<file path="config.mk">
export PLATFORM = sky130hd
export DESIGN_NAME = peak_picker_track_hold
export DESIGN_NICKNAME = d
export VERILOG_FILES = /design/src/rtl/peak_pkg.sv /design/src/rtl/peak_core.sv /design/src/rtl/peak_picker_track_hold.sv
export SDC_FILE = /design/constraint.sdc
export NUM_CORES = 1
export LEC_CHECK = 0
export BUFFER_PORTS_ARGS = -buffer_cell sky130_fd_sc_hd__buf_2
export CAP_MARGIN = 10
export CORE_UTILIZATION = 52
export DETAILED_ROUTE_END_ITERATION = 8
export PLACE_DENSITY_LB_ADDON = 0.25
export SETUP_SLACK_MARGIN = 0.05
export SLEW_MARGIN = 15
export SYNTH_ARGS = -nofsm -noshare
export SYNTH_HDL_FRONTEND = slang
export SYNTH_SLANG_ARGS = --single-unit
</file>
<file path="constraint.sdc">
create_clock -name i_clock -period 25.6 [get_ports i_clock]
set_clock_uncertainty 0.05 [all_clocks]
set_input_delay 2.56 -clock i_clock [delete_from_list [all_inputs] [get_ports i_clock]]
set_output_delay 2.56 -clock i_clock [all_outputs]
set_load 0.01 [all_outputs]
</file>
<file path="src/rtl/peak_pkg.sv">
// Shared constants and carriers for the peak picker with track and hold
package peak_pkg;
  // Temperature word width and fraction
  localparam int TEMP_W = 24;
  localparam int FRAC_W = 8;
  localparam int CLOCK_HZ = 10_000_000;
  localparam int CLOCK_PERIOD_NS = 100;
  // Slowest and fastest decay, hundredths of a degree per second
  localparam int DECAY_MIN_CDEG = 1;
  localparam int DECAY_MAX_CDEG = 30000;
  // Longest start delay in milliseconds
  localparam int DELAY_MAX_MS = 10000;
  // Sample tick period in microseconds
  localparam int TICK_US = 1000;
  localparam int TICK_CYCLES = (TICK_US * (CLOCK_HZ / 1000)) / 1000;
  localparam int TICKS_PER_S = 1_000_000 / TICK_US;
  localparam int TICKS_PER_MS = 1000 / TICK_US;
  // Upstream response time bounds, kept for the filter setting range
  localparam int RESP_MIN_MS = 10;
  localparam int RESP_MAX_MS = 60000;
  localparam int RESP_W = 16;
  // Wishbone map, byte addresses
  localparam logic [7:0] ADDR_CTRL = 8'h00;
  localparam logic [7:0] ADDR_DECAY = 8'h04;
  localparam logic [7:0] ADDR_THRESH = 8'h08;
  localparam logic [7:0] ADDR_DELAY = 8'h0C;
  localparam logic [7:0] ADDR_RESP = 8'h10;
  localparam logic [7:0] ADDR_STATUS = 8'h14;
  localparam logic [7:0] ADDR_PEAK = 8'h18;
  localparam logic [7:0] ADDR_OUT = 8'h1C;
  // Control bits
  localparam int CTRL_PEAK_EN = 0;
  localparam int CTRL_AUTO_EN = 1;
  localparam int CTRL_DELAY_EN = 2;
  localparam int CTRL_HOLD_EN = 3;
  localparam int CTRL_RESET = 4;
  localparam logic [31:0] CTRL_RST_VAL = 32'h00000000;
  localparam logic [31:0] DECAY_RST_VAL = 32'h00000064;
  localparam logic [31:0] THRESH_RST_VAL = 32'h00000000;
  localparam logic [31:0] DELAY_RST_VAL = 32'h00000000;
  localparam logic [31:0] RESP_RST_VAL = 32'h0000000A;
  // Reset contact: closure shorter than this is a momentary reset pulse
  localparam int MOMENT_MS = 500;

  // Settings that steer the filter
  typedef struct packed {
    logic              peak_en;
    logic              auto_en;
    logic              delay_en;
    logic              hold_en;
    logic [31:0]       decay_cdeg;
    logic [TEMP_W-1:0] thresh;
    logic [15:0]       delay_ms;
  } settings_t;

  // Observed state
  typedef struct packed {
    logic below;
    logic peaking;
    logic delaying;
    logic frozen;
    logic contact_off;
  } status_t;
endpackage

</file>
<file path="src/rtl/peak_core.sv">
// Peak detector core: hold, decay, reset and start delay
`timescale 1ns/100ps
`default_nettype none
module peak_core #(
  parameter int TICK_CYCLES = peak_pkg::TICK_CYCLES
) (
  // Clock and reset
  input  wire logic                      i_clock,
  input  wire logic                      i_nrst,
  // Settings and commands
  input  wire peak_pkg::settings_t       i_set,
  input  wire logic                      i_peak_off,
  input  wire logic                      i_reset_pulse,
  // Filtered temperature in
  input  wire logic [peak_pkg::TEMP_W-1:0] i_temp,
  // Result
  output logic [peak_pkg::TEMP_W-1:0]    o_value,
  output logic                           o_below,
  output logic                           o_peaking,
  output logic                           o_delaying
);
  typedef enum {S_DIRECT, S_DELAY, S_PEAK} state_t;
  state_t state;
  logic [31:0] tick_cnt;
  logic        tick;
  logic [31:0] delay_cnt;
  logic [31:0] frac_acc;
  logic [peak_pkg::TEMP_W-1:0] held;
  logic [peak_pkg::TEMP_W-1:0] step;
  logic        below;
  logic        gate_auto;
  logic [31:0] delay_ticks;

  assign below = i_set.auto_en && (i_temp < i_set.thresh);
  assign gate_auto = i_set.auto_en;
  assign delay_ticks = 32'(i_set.delay_ms) * 32'(peak_pkg::TICKS_PER_MS);

  // Sample tick
  always_ff @(posedge i_clock or negedge i_nrst) begin
    if (!i_nrst) begin
      tick_cnt <= '0;
      tick     <= 1'b0;
    end else if (tick_cnt == 32'(TICK_CYCLES - 1)) begin
      tick_cnt <= '0;
      tick     <= 1'b1;
    end else begin
      tick_cnt <= tick_cnt + 32'h1;
      tick     <= 1'b0;
    end
  end

  // Phase: direct, delaying, peaking
  always_ff @(posedge i_clock or negedge i_nrst) begin
    if (!i_nrst) begin
      state     <= S_DIRECT;
      delay_cnt <= '0;
    end else if (!i_set.peak_en || i_peak_off) begin
      state     <= S_DIRECT;
      delay_cnt <= '0;
    end else if (!gate_auto) begin
      state     <= S_PEAK;
      delay_cnt <= '0;
    end else begin
      unique case (state)
        S_DIRECT: if (!below) begin
          state     <= (i_set.delay_en && delay_ticks != 0) ? S_DELAY : S_PEAK;
          delay_cnt <= '0;
        end
        S_DELAY: begin
          if (below) state <= S_DIRECT;
          else if (tick) begin
            if (delay_cnt + 32'h1 >= delay_ticks) state <= S_PEAK;
            delay_cnt <= delay_cnt + 32'h1;
          end
        end
        S_PEAK: if (below) state <= S_DIRECT;
      endcase
    end
  end

  // Decay step per tick, fraction carried between ticks
  always_ff @(posedge i_clock or negedge i_nrst) begin
    if (!i_nrst) begin
      frac_acc <= '0;
      step     <= '0;
    end else if (tick) begin
      // Step in 1/256 degree units: rate*256/(100*ticks_per_s)
      frac_acc <= (frac_acc + (i_set.decay_cdeg << peak_pkg::FRAC_W))
                  % 32'(100 * peak_pkg::TICKS_PER_S);
      step <= peak_pkg::TEMP_W'((frac_acc + (i_set.decay_cdeg << peak_pkg::FRAC_W))
                  / 32'(100 * peak_pkg::TICKS_PER_S));
    end
  end

  // Held peak
  always_ff @(posedge i_clock or negedge i_nrst) begin
    if (!i_nrst) held <= '0;
    else if (state != S_PEAK || i_reset_pulse || below) held <= i_temp;
    else if (i_temp > held) held <= i_temp;
    else if (tick) held <= (held - i_temp > step) ? held - step : i_temp;
  end

  // Output register: peaked value or direct value
  always_ff @(posedge i_clock or negedge i_nrst) begin
    if (!i_nrst) begin
      o_value    <= '0;
      o_below    <= 1'b0;
      o_peaking  <= 1'b0;
      o_delaying <= 1'b0;
    end else begin
      o_value    <= (state == S_PEAK && !below) ? held : i_temp;
      o_below    <= below;
      o_peaking  <= state == S_PEAK;
      o_delaying <= state == S_DELAY;
    end
  end

  a_off_direct: assert property (@(posedge i_clock) disable iff (!i_nrst)
    (!i_set.peak_en) ##1 (!i_set.peak_en) |=> (o_value == $past(i_temp)))
    else $error("direct value not passed with peaking off");
  a_peak_no_drop: assert property (@(posedge i_clock) disable iff (!i_nrst)
    (state == S_PEAK && !below && !i_reset_pulse && !tick && i_temp <= held
     && $past(state) == S_PEAK) |=> (held == $past(held)))
    else $error("held peak changed without tick");
  // Compared with the input of the deciding cycle; a new input may land with the update
  a_peak_ge_in: assert property (@(posedge i_clock) disable iff (!i_nrst)
    (state == S_PEAK && !i_reset_pulse && !below && $stable(i_temp))
      |=> held >= $past(i_temp))
    else $error("held peak below input");
  a_reset_track: assert property (@(posedge i_clock) disable iff (!i_nrst)
    i_reset_pulse |=> held == $past(i_temp))
    else $error("reset did not discard peak");
  a_below_direct: assert property (@(posedge i_clock) disable iff (!i_nrst)
    (below && i_set.peak_en) |=> state == S_DIRECT)
    else $error("below threshold without reset");
  // Settings judged as they stood at the deciding edge, not one cycle later
  a_delay_first: assert property (@(posedge i_clock) disable iff (!i_nrst)
    (state == S_DIRECT && $past(state) == S_DIRECT) ##1 (state == S_PEAK)
      |-> !$past(i_set.delay_en && gate_auto && delay_ticks != 0))
    else $error("peaking started without delay");
endmodule
`default_nettype wire

</file>
<file path="src/rtl/peak_picker_track_hold.sv">
// Peak picker with track and hold, Wishbone settings
`timescale 1ns/100ps
`default_nettype none
module peak_picker_track_hold #(
  parameter int TICK_CYCLES = peak_pkg::TICK_CYCLES,
  parameter int MOMENT_CYCLES = peak_pkg::MOMENT_MS * (peak_pkg::CLOCK_HZ / 1000)
) (
  // Clock and reset
  input  wire logic                        i_clock,
  input  wire logic                        i_nrst,
  // Wishbone slave
  input  wire logic                        i_wb_cyc,
  input  wire logic                        i_wb_stb,
  input  wire logic                        i_wb_we,
  input  wire logic [7:0]                  i_wb_adr,
  input  wire logic [3:0]                  i_wb_sel,
  input  wire logic [31:0]                 i_wb_dat,
  output logic [31:0]                      o_wb_dat,
  output logic                             o_wb_ack,
  // Contacts, high while closed
  input  wire logic                        i_reset_contact,
  input  wire logic                        i_hold_contact,
  // Response-time filtered temperature
  input  wire logic [peak_pkg::TEMP_W-1:0] i_temp,
  // Result to display, analog and controller
  output logic [peak_pkg::TEMP_W-1:0]      o_temp,
  output logic [peak_pkg::TEMP_W-1:0]      o_peaked,
  output logic [peak_pkg::RESP_W-1:0]      o_resp_ms
);
  localparam int RESP_W = peak_pkg::RESP_W;
  peak_pkg::settings_t set;
  peak_pkg::status_t   stat;
  logic [31:0] ctrl;
  logic [31:0] decay_reg;
  logic [31:0] thresh_reg;
  logic [31:0] delay_reg;
  logic [31:0] resp_reg;
  logic        wr;
  logic        rd_hit;
  logic        sw_reset;
  logic [31:0] contact_cnt;
  logic        contact_prev;
  logic        contact_off;
  logic        contact_pulse;
  logic        reset_pulse;
  logic        frozen;
  logic [peak_pkg::TEMP_W-1:0] core_val;
  logic        core_below;
  logic        core_peaking;
  logic        core_delaying;

  // Byte-lane merge for writes
  function automatic logic [31:0] merge(input logic [31:0] old, input logic [31:0] nw,
                                        input logic [3:0] sel);
    logic [31:0] r;
    r = old;
    for (int b = 0; b < 4; b++) begin
      if (sel[b]) r[8*b +: 8] = nw[8*b +: 8];
    end
    return r;
  endfunction

  // Address decode, used by the read path only; writes decode through their own case
  function automatic logic mapped(input logic [7:0] a);
    return a == peak_pkg::ADDR_CTRL || a == peak_pkg::ADDR_DECAY
        || a == peak_pkg::ADDR_THRESH || a == peak_pkg::ADDR_DELAY
        || a == peak_pkg::ADDR_RESP || a == peak_pkg::ADDR_STATUS
        || a == peak_pkg::ADDR_PEAK || a == peak_pkg::ADDR_OUT;
  endfunction

  assign wr = i_wb_cyc && i_wb_stb && i_wb_we && !o_wb_ack;
  assign rd_hit = mapped(i_wb_adr);

  // Ack one cycle after strobe, dropped the next cycle
  always_ff @(posedge i_clock or negedge i_nrst) begin
    if (!i_nrst) o_wb_ack <= 1'b0;
    else o_wb_ack <= i_wb_cyc && i_wb_stb && !o_wb_ack;
  end

  // Settings registers; unmapped writes are ignored
  always_ff @(posedge i_clock or negedge i_nrst) begin
    if (!i_nrst) begin
      ctrl       <= peak_pkg::CTRL_RST_VAL;
      decay_reg  <= peak_pkg::DECAY_RST_VAL;
      thresh_reg <= peak_pkg::THRESH_RST_VAL;
      delay_reg  <= peak_pkg::DELAY_RST_VAL;
      resp_reg   <= peak_pkg::RESP_RST_VAL;
    end else if (wr) begin
      unique case (i_wb_adr)
        peak_pkg::ADDR_CTRL:   ctrl <= merge(ctrl, i_wb_dat, i_wb_sel) &
                                       ~(32'h1 << peak_pkg::CTRL_RESET);
        peak_pkg::ADDR_DECAY:  decay_reg <= merge(decay_reg, i_wb_dat, i_wb_sel);
        peak_pkg::ADDR_THRESH: thresh_reg <= merge(thresh_reg, i_wb_dat, i_wb_sel);
        peak_pkg::ADDR_DELAY:  delay_reg <= merge(delay_reg, i_wb_dat, i_wb_sel);
        peak_pkg::ADDR_RESP:   resp_reg <= merge(resp_reg, i_wb_dat, i_wb_sel);
        default: ;
      endcase
    end
  end

  // Self-clearing reset command bit
  always_ff @(posedge i_clock or negedge i_nrst) begin
    if (!i_nrst) sw_reset <= 1'b0;
    else sw_reset <= wr && i_wb_adr == peak_pkg::ADDR_CTRL && i_wb_sel[0]
                     && i_wb_dat[peak_pkg::CTRL_RESET];
  end

  // Clamp settings to documented ranges
  always_comb begin
    set.peak_en  = ctrl[peak_pkg::CTRL_PEAK_EN];
    set.auto_en  = ctrl[peak_pkg::CTRL_AUTO_EN];
    set.delay_en = ctrl[peak_pkg::CTRL_DELAY_EN];
    set.hold_en  = ctrl[peak_pkg::CTRL_HOLD_EN];
    set.thresh   = thresh_reg[peak_pkg::TEMP_W-1:0];
    if (decay_reg < 32'(peak_pkg::DECAY_MIN_CDEG)) set.decay_cdeg = 32'(peak_pkg::DECAY_MIN_CDEG);
    else if (decay_reg > 32'(peak_pkg::DECAY_MAX_CDEG)) set.decay_cdeg = 32'(peak_pkg::DECAY_MAX_CDEG);
    else set.decay_cdeg = decay_reg;
    if (delay_reg > 32'(peak_pkg::DELAY_MAX_MS)) set.delay_ms = 16'(peak_pkg::DELAY_MAX_MS);
    else set.delay_ms = delay_reg[15:0];
  end

  // Reset contact: long closure disables peaking, short closure resets
  // A closure counts as momentary only if it opens before the limit,
  // so a held contact never fires a spurious reset on release.
  always_ff @(posedge i_clock or negedge i_nrst) begin
    if (!i_nrst) begin
      contact_cnt   <= '0;
      contact_prev  <= 1'b0;
      contact_off   <= 1'b0;
      contact_pulse <= 1'b0;
    end else begin
      contact_prev  <= i_reset_contact;
      contact_pulse <= contact_prev && !i_reset_contact
                       && contact_cnt < 32'(MOMENT_CYCLES);
      if (!i_reset_contact) begin
        contact_cnt <= '0;
        contact_off <= 1'b0;
      end else if (contact_cnt >= 32'(MOMENT_CYCLES)) begin
        contact_off <= set.peak_en;
      end else begin
        contact_cnt <= contact_cnt + 32'h1;
      end
    end
  end

  assign reset_pulse = sw_reset | contact_pulse;

  peak_core #(
    .TICK_CYCLES (TICK_CYCLES)
  ) u_core (
    .i_clock       (i_clock),
    .i_nrst        (i_nrst),
    .i_set         (set),
    .i_peak_off    (contact_off),
    .i_reset_pulse (reset_pulse),
    .i_temp        (i_temp),
    .o_value       (core_val),
    .o_below       (core_below),
    .o_peaking     (core_peaking),
    .o_delaying    (core_delaying)
  );

  assign frozen = set.hold_en && i_hold_contact;

  // Track and hold on the peaked value; no decay while frozen
  always_ff @(posedge i_clock or negedge i_nrst) begin
    if (!i_nrst) o_temp <= '0;
    else if (!frozen) o_temp <= core_val;
  end

  // Peaked value straight to the controller path
  always_ff @(posedge i_clock or negedge i_nrst) begin
    if (!i_nrst) o_peaked <= '0;
    else o_peaked <= core_val;
  end

  // Response time setting held for the upstream filter
  always_ff @(posedge i_clock or negedge i_nrst) begin
    if (!i_nrst) o_resp_ms <= '0;
    else if (resp_reg < 32'(peak_pkg::RESP_MIN_MS)) o_resp_ms <= RESP_W'(peak_pkg::RESP_MIN_MS);
    else if (resp_reg > 32'(peak_pkg::RESP_MAX_MS)) o_resp_ms <= RESP_W'(peak_pkg::RESP_MAX_MS);
    else o_resp_ms <= resp_reg[peak_pkg::RESP_W-1:0];
  end

  always_comb begin
    stat.below       = core_below;
    stat.peaking     = core_peaking;
    stat.delaying    = core_delaying;
    stat.frozen      = frozen;
    stat.contact_off = contact_off;
  end

  // Read data registered with the ack; unmapped reads give zero
  always_ff @(posedge i_clock or negedge i_nrst) begin
    if (!i_nrst) o_wb_dat <= '0;
    else if (i_wb_cyc && i_wb_stb && !o_wb_ack) begin
      if (!rd_hit) o_wb_dat <= '0;
      else begin
        unique case (i_wb_adr)
          peak_pkg::ADDR_CTRL:   o_wb_dat <= ctrl;
          peak_pkg::ADDR_DECAY:  o_wb_dat <= decay_reg;
          peak_pkg::ADDR_THRESH: o_wb_dat <= thresh_reg;
          peak_pkg::ADDR_DELAY:  o_wb_dat <= delay_reg;
          peak_pkg::ADDR_RESP:   o_wb_dat <= resp_reg;
          peak_pkg::ADDR_STATUS: o_wb_dat <= 32'(stat);
          peak_pkg::ADDR_PEAK:   o_wb_dat <= 32'(core_val);
          default:               o_wb_dat <= 32'(o_temp);
        endcase
      end
    end
  end

  a_hold_frozen: assert property (@(posedge i_clock) disable iff (!i_nrst)
    frozen ##1 frozen |-> $stable(o_temp))
    else $error("held output moved while frozen");
  a_track_open: assert property (@(posedge i_clock) disable iff (!i_nrst)
    !frozen |=> o_temp == $past(core_val))
    else $error("output not tracking with contact open");
  a_hold_gated: assert property (@(posedge i_clock) disable iff (!i_nrst)
    (!set.hold_en && i_hold_contact) |=> o_temp == $past(core_val))
    else $error("hold honoured while disabled");
  a_contact_off: assert property (@(posedge i_clock) disable iff (!i_nrst)
    !i_reset_contact |=> !contact_off)
    else $error("peaking not restored on contact open");
  a_wb_ack_once: assert property (@(posedge i_clock) disable iff (!i_nrst)
    o_wb_ack |=> !o_wb_ack)
    else $error("ack held two cycles");
endmodule
`default_nettype wire

</file>
==> flow_summary.json <==
{
  "rr_worst_depth": 69,
  "gr-usage-all-layers_pct": 29.2,
  "timing.rr.start": "decay_reg[27]",
  "initial_core_util_pct": 52.7,
  "drtAntennaViolNets": 0,
  "synth_edf_count": 0,
  "ys_seq_area_share_pct": 34.9,
  "cts_sinks": 453,
  "io_buffers": 171,
  "die_x_um": 252,
  "synth_top_area_share_pct": 34.5,
  "fill_cells": 5548,
  "seqCellArea_um2": 11300,
  "drive_gt1_share_pct": 16.0,
  "ys.flop_type": "dfrtp_1",
  "synth_area_um2": 32500,
  "min_period_ps": 23630,
  "antenna_found_initial": 11,
  "slowest_stage": "a221oi_4",
  "coreArea_um2": 61700,
  "multi_input_area_um2": 20100,
  "ys_ff_latch": 453,
  "critPathArrivalTime_ps": 24060,
  "endpoint_kind": "register",
  "drt_iter0_drc": 2787,
  "clkSlewWorstSetupHoldPaths_ps": 70,
  "fmax_mhz": 42.3,
  "rows": 91,
  "slew-limit-headroom_pct": 27.3,
  "holdPathStages": 0,
  "synth-async-reset-ratio_pct": 100,
  "vias_per_cell": 6.19,
  "grt_pass1_vias": 26500,
  "layout.nets": 3939,
  "finalMaxSlewViolations": 0,
  "routedWlPerCell_um": 20.4,
  "fin_crit_sh_pct": 92.3,
  "cp_common_cell": "a21oi_1",
  "fin_setup_tns_ps": 0,
  "grt_pass1_wl_um": 149000,
  "hold_path.class": "register to register",
  "reg2reg_slack_ps": 1970,
  "cts_inserted_buffers": 46,
  "worstMarginPinSlew_ps": 1090,
  "crit_type": "register to register",
  "hold_end": "o_peaked[11]",
  "area.growth.synth_to_final_pct": 9.85,
  "hpwl_um": 70000,
  "ios": 172,
  "die_h_um": 252,
  "cap_viol_max_count": 0,
  "max_stage_delay_ps": 750,
  "timing.rr.end": "u_core.frac_acc[31]",
  "setup_viol": 0,
  "drc": 0,
  "drt_wl_total_um": 94200,
  "cts_tree": "done",
  "final-hold-violation-count": 0,
  "crit_required_ps": 26020,
  "grt_overflow": 0,
  "syn_area_per_cell_um2": 8.96,
  "start_kind": "register",
  "synth_cell_types": 129,
  "grt_max_degree": 158,
  "netlist_instances": 3628,
  "dr.pass1.iters": 6,
  "status": "complete, no violations",
  "gp_congestion": 0.939,
  "synth_area_leaders": "dfrtp_1, mux2_2, ha_1",
  "htree_levels": 2,
  "clkLatencyLatePin_ps": 590,
  "die_area_um2": 63500,
  "num_vias": 28600,
  "yosysTopAreaCell": "dfrtp_1",
  "hold_start": "u_core.o_value[11]",
  "cp_max_fo": 18,
  "worstSetupStartpoint": "decay_reg[27]",
  "clock_path_buffers": 3,
  "clock-root-buffer": "clkbuf_16",
  "yosysWarningCount": 0,
  "rsz0062_at_grt": "false"
}
==> cell families after synthesis <==
logic type	share of synthesized area, %
muxes	9.13
DFF	34.9
adders and majority gates	5.44
other	0.0231
buffers and inverters	3.45
xor gates and xnor gates	6.40
AOI/OAI and AO/OA	22.0
and+or+nand+nor	18.7
==> worst max path at each step <==
stage | endpoint | depth (start not counted)
after global placement | u_core.frac_acc[23] | 69
after floorplan | u_core.frac_acc[13] | 78
after detailed placement | u_core.frac_acc[31] | 69
final | u_core.frac_acc[31] | 69
after CTS | u_core.frac_acc[31] | 69
after global routing | u_core.frac_acc[31] | 69
==> final cells by class <==
type                            count  area share [%]
Sequential cell                   453            31.8
Timing Repair Buffer              205            3.17
Multi-Input combinational cell   2903            56.4
Clock inverter                     18           0.634
Inverter                          125            1.31
Tap cell                          837            2.93
Antenna cell                        8          0.0560
Clock buffer                       66            3.74
==> timing repair <==
action                     CTS  global route
setup endpoints to repair    0            20
hold buffers                 0             0
resized for setup            0             4
setup buffers                0             0
==> critical path, delay by kind of cell, from the launching register on <==
family | cells | cell delay, ps
compound gates | 36 | 12170
simple gates | 21 | 6690
xor+xnor | 4 | 1760
mux | 4 | 1460
fa+ha+maj | 2 | 650
flops | 1 | 410
buf+inv | 2 | 290
==> layer usage <==
metal	GRT usage [%]	vias to the layer above	part of all wire, %
met2	42.4	990	43
met5	0	-	0.023
met4	8.59	4	2.7
met3	5.60	150	7.7
met1	43.6	13800	47
li1	-	13600	-
==> cell usage after synthesis, types with 12 or more instances <==
| master | instances |
|---|---|
| a21oi_2 | 12 |
| mux2i_1 | 50 |
| nand3_1 | 97 |
| o211ai_1 | 28 |
| nand4_1 | 51 |
| xnor2_1 | 163 |
| inv_1 | 124 |
| nor3_1 | 86 |
| or2_2 | 14 |
| nand2_1 | 299 |
| and2_1 | 75 |
| ha_1 | 127 |
| o21a_1 | 29 |
| buf_2 | 25 |
| o31ai_1 | 32 |
| nand2b_1 | 53 |
| a221oi_1 | 26 |
| mux2_2 | 204 |
| nor2_1 | 309 |
| nor4_1 | 45 |
| nor2b_1 | 44 |
| a22oi_1 | 30 |
| and3_1 | 50 |
| a21boi_0 | 14 |
| o21ai_1 | 23 |
| o21bai_1 | 14 |
| a222oi_1 | 25 |
| a21oi_1 | 181 |
| dfrtp_1 | 448 |
| a31oi_1 | 62 |
| and4_1 | 14 |
| xor2_1 | 69 |
| a21o_1 | 80 |
| clkbuf_1 | 114 |
| o22ai_1 | 17 |
| a211oi_1 | 39 |
| o21ai_0 | 242 |
| or3_1 | 29 |
==> cells in the final DEF (no fill, tap or decap), types with 13 or more instances in the layout <==
cell and n:
and3_1 50, nand4_1 51, or3_1 29, nand2_1 299, nand2b_1 53, nand3_1 97
or2_2 14, clkbuf_16 46, o21ai_1 21, and4_1 14, nor4_1 44, a211oi_1 39
xnor2_1 162, xor2_1 69, nor2b_1 44, o211ai_1 28, a222oi_1 25, a221oi_1 26
nor2_1 308, dfrtp_1 447, o22ai_1 17, inv_1 124, a31oi_1 62, ha_1 127
a21oi_1 180, o31ai_1 32, buf_2 170, buf_4 33, a21boi_0 14, o21a_1 29
and2_1 75, o21ai_0 241, o21bai_1 14, mux2_2 204, a21o_1 80, nor3_1 83
a22oi_1 30, mux2i_1 50, a21oi_2 13
==> stage by stage <==
step | hold slack, ps | util (%) | std cells | area (um^2) | worst slack [ps]
after floorplan | 314 | - | 3636 | 32600 | 7230
after global placement | 348 | 55.3 | 4523 | 34100 | 2540
after detailed placement | 350 | 55.3 | 4523 | 34100 | 1700
after CTS | 368 | 57.8 | 4607 | 35700 | 1570
after global routing | 379 | 57.9 | 4615 | 35700 | 118
final | 359 | 57.9 | 4615 | 35700 | 1970
Power is left out: the tool's default activity adds up to more than one toggle a clock period on the data nets, which glitch-free logic cannot reach.
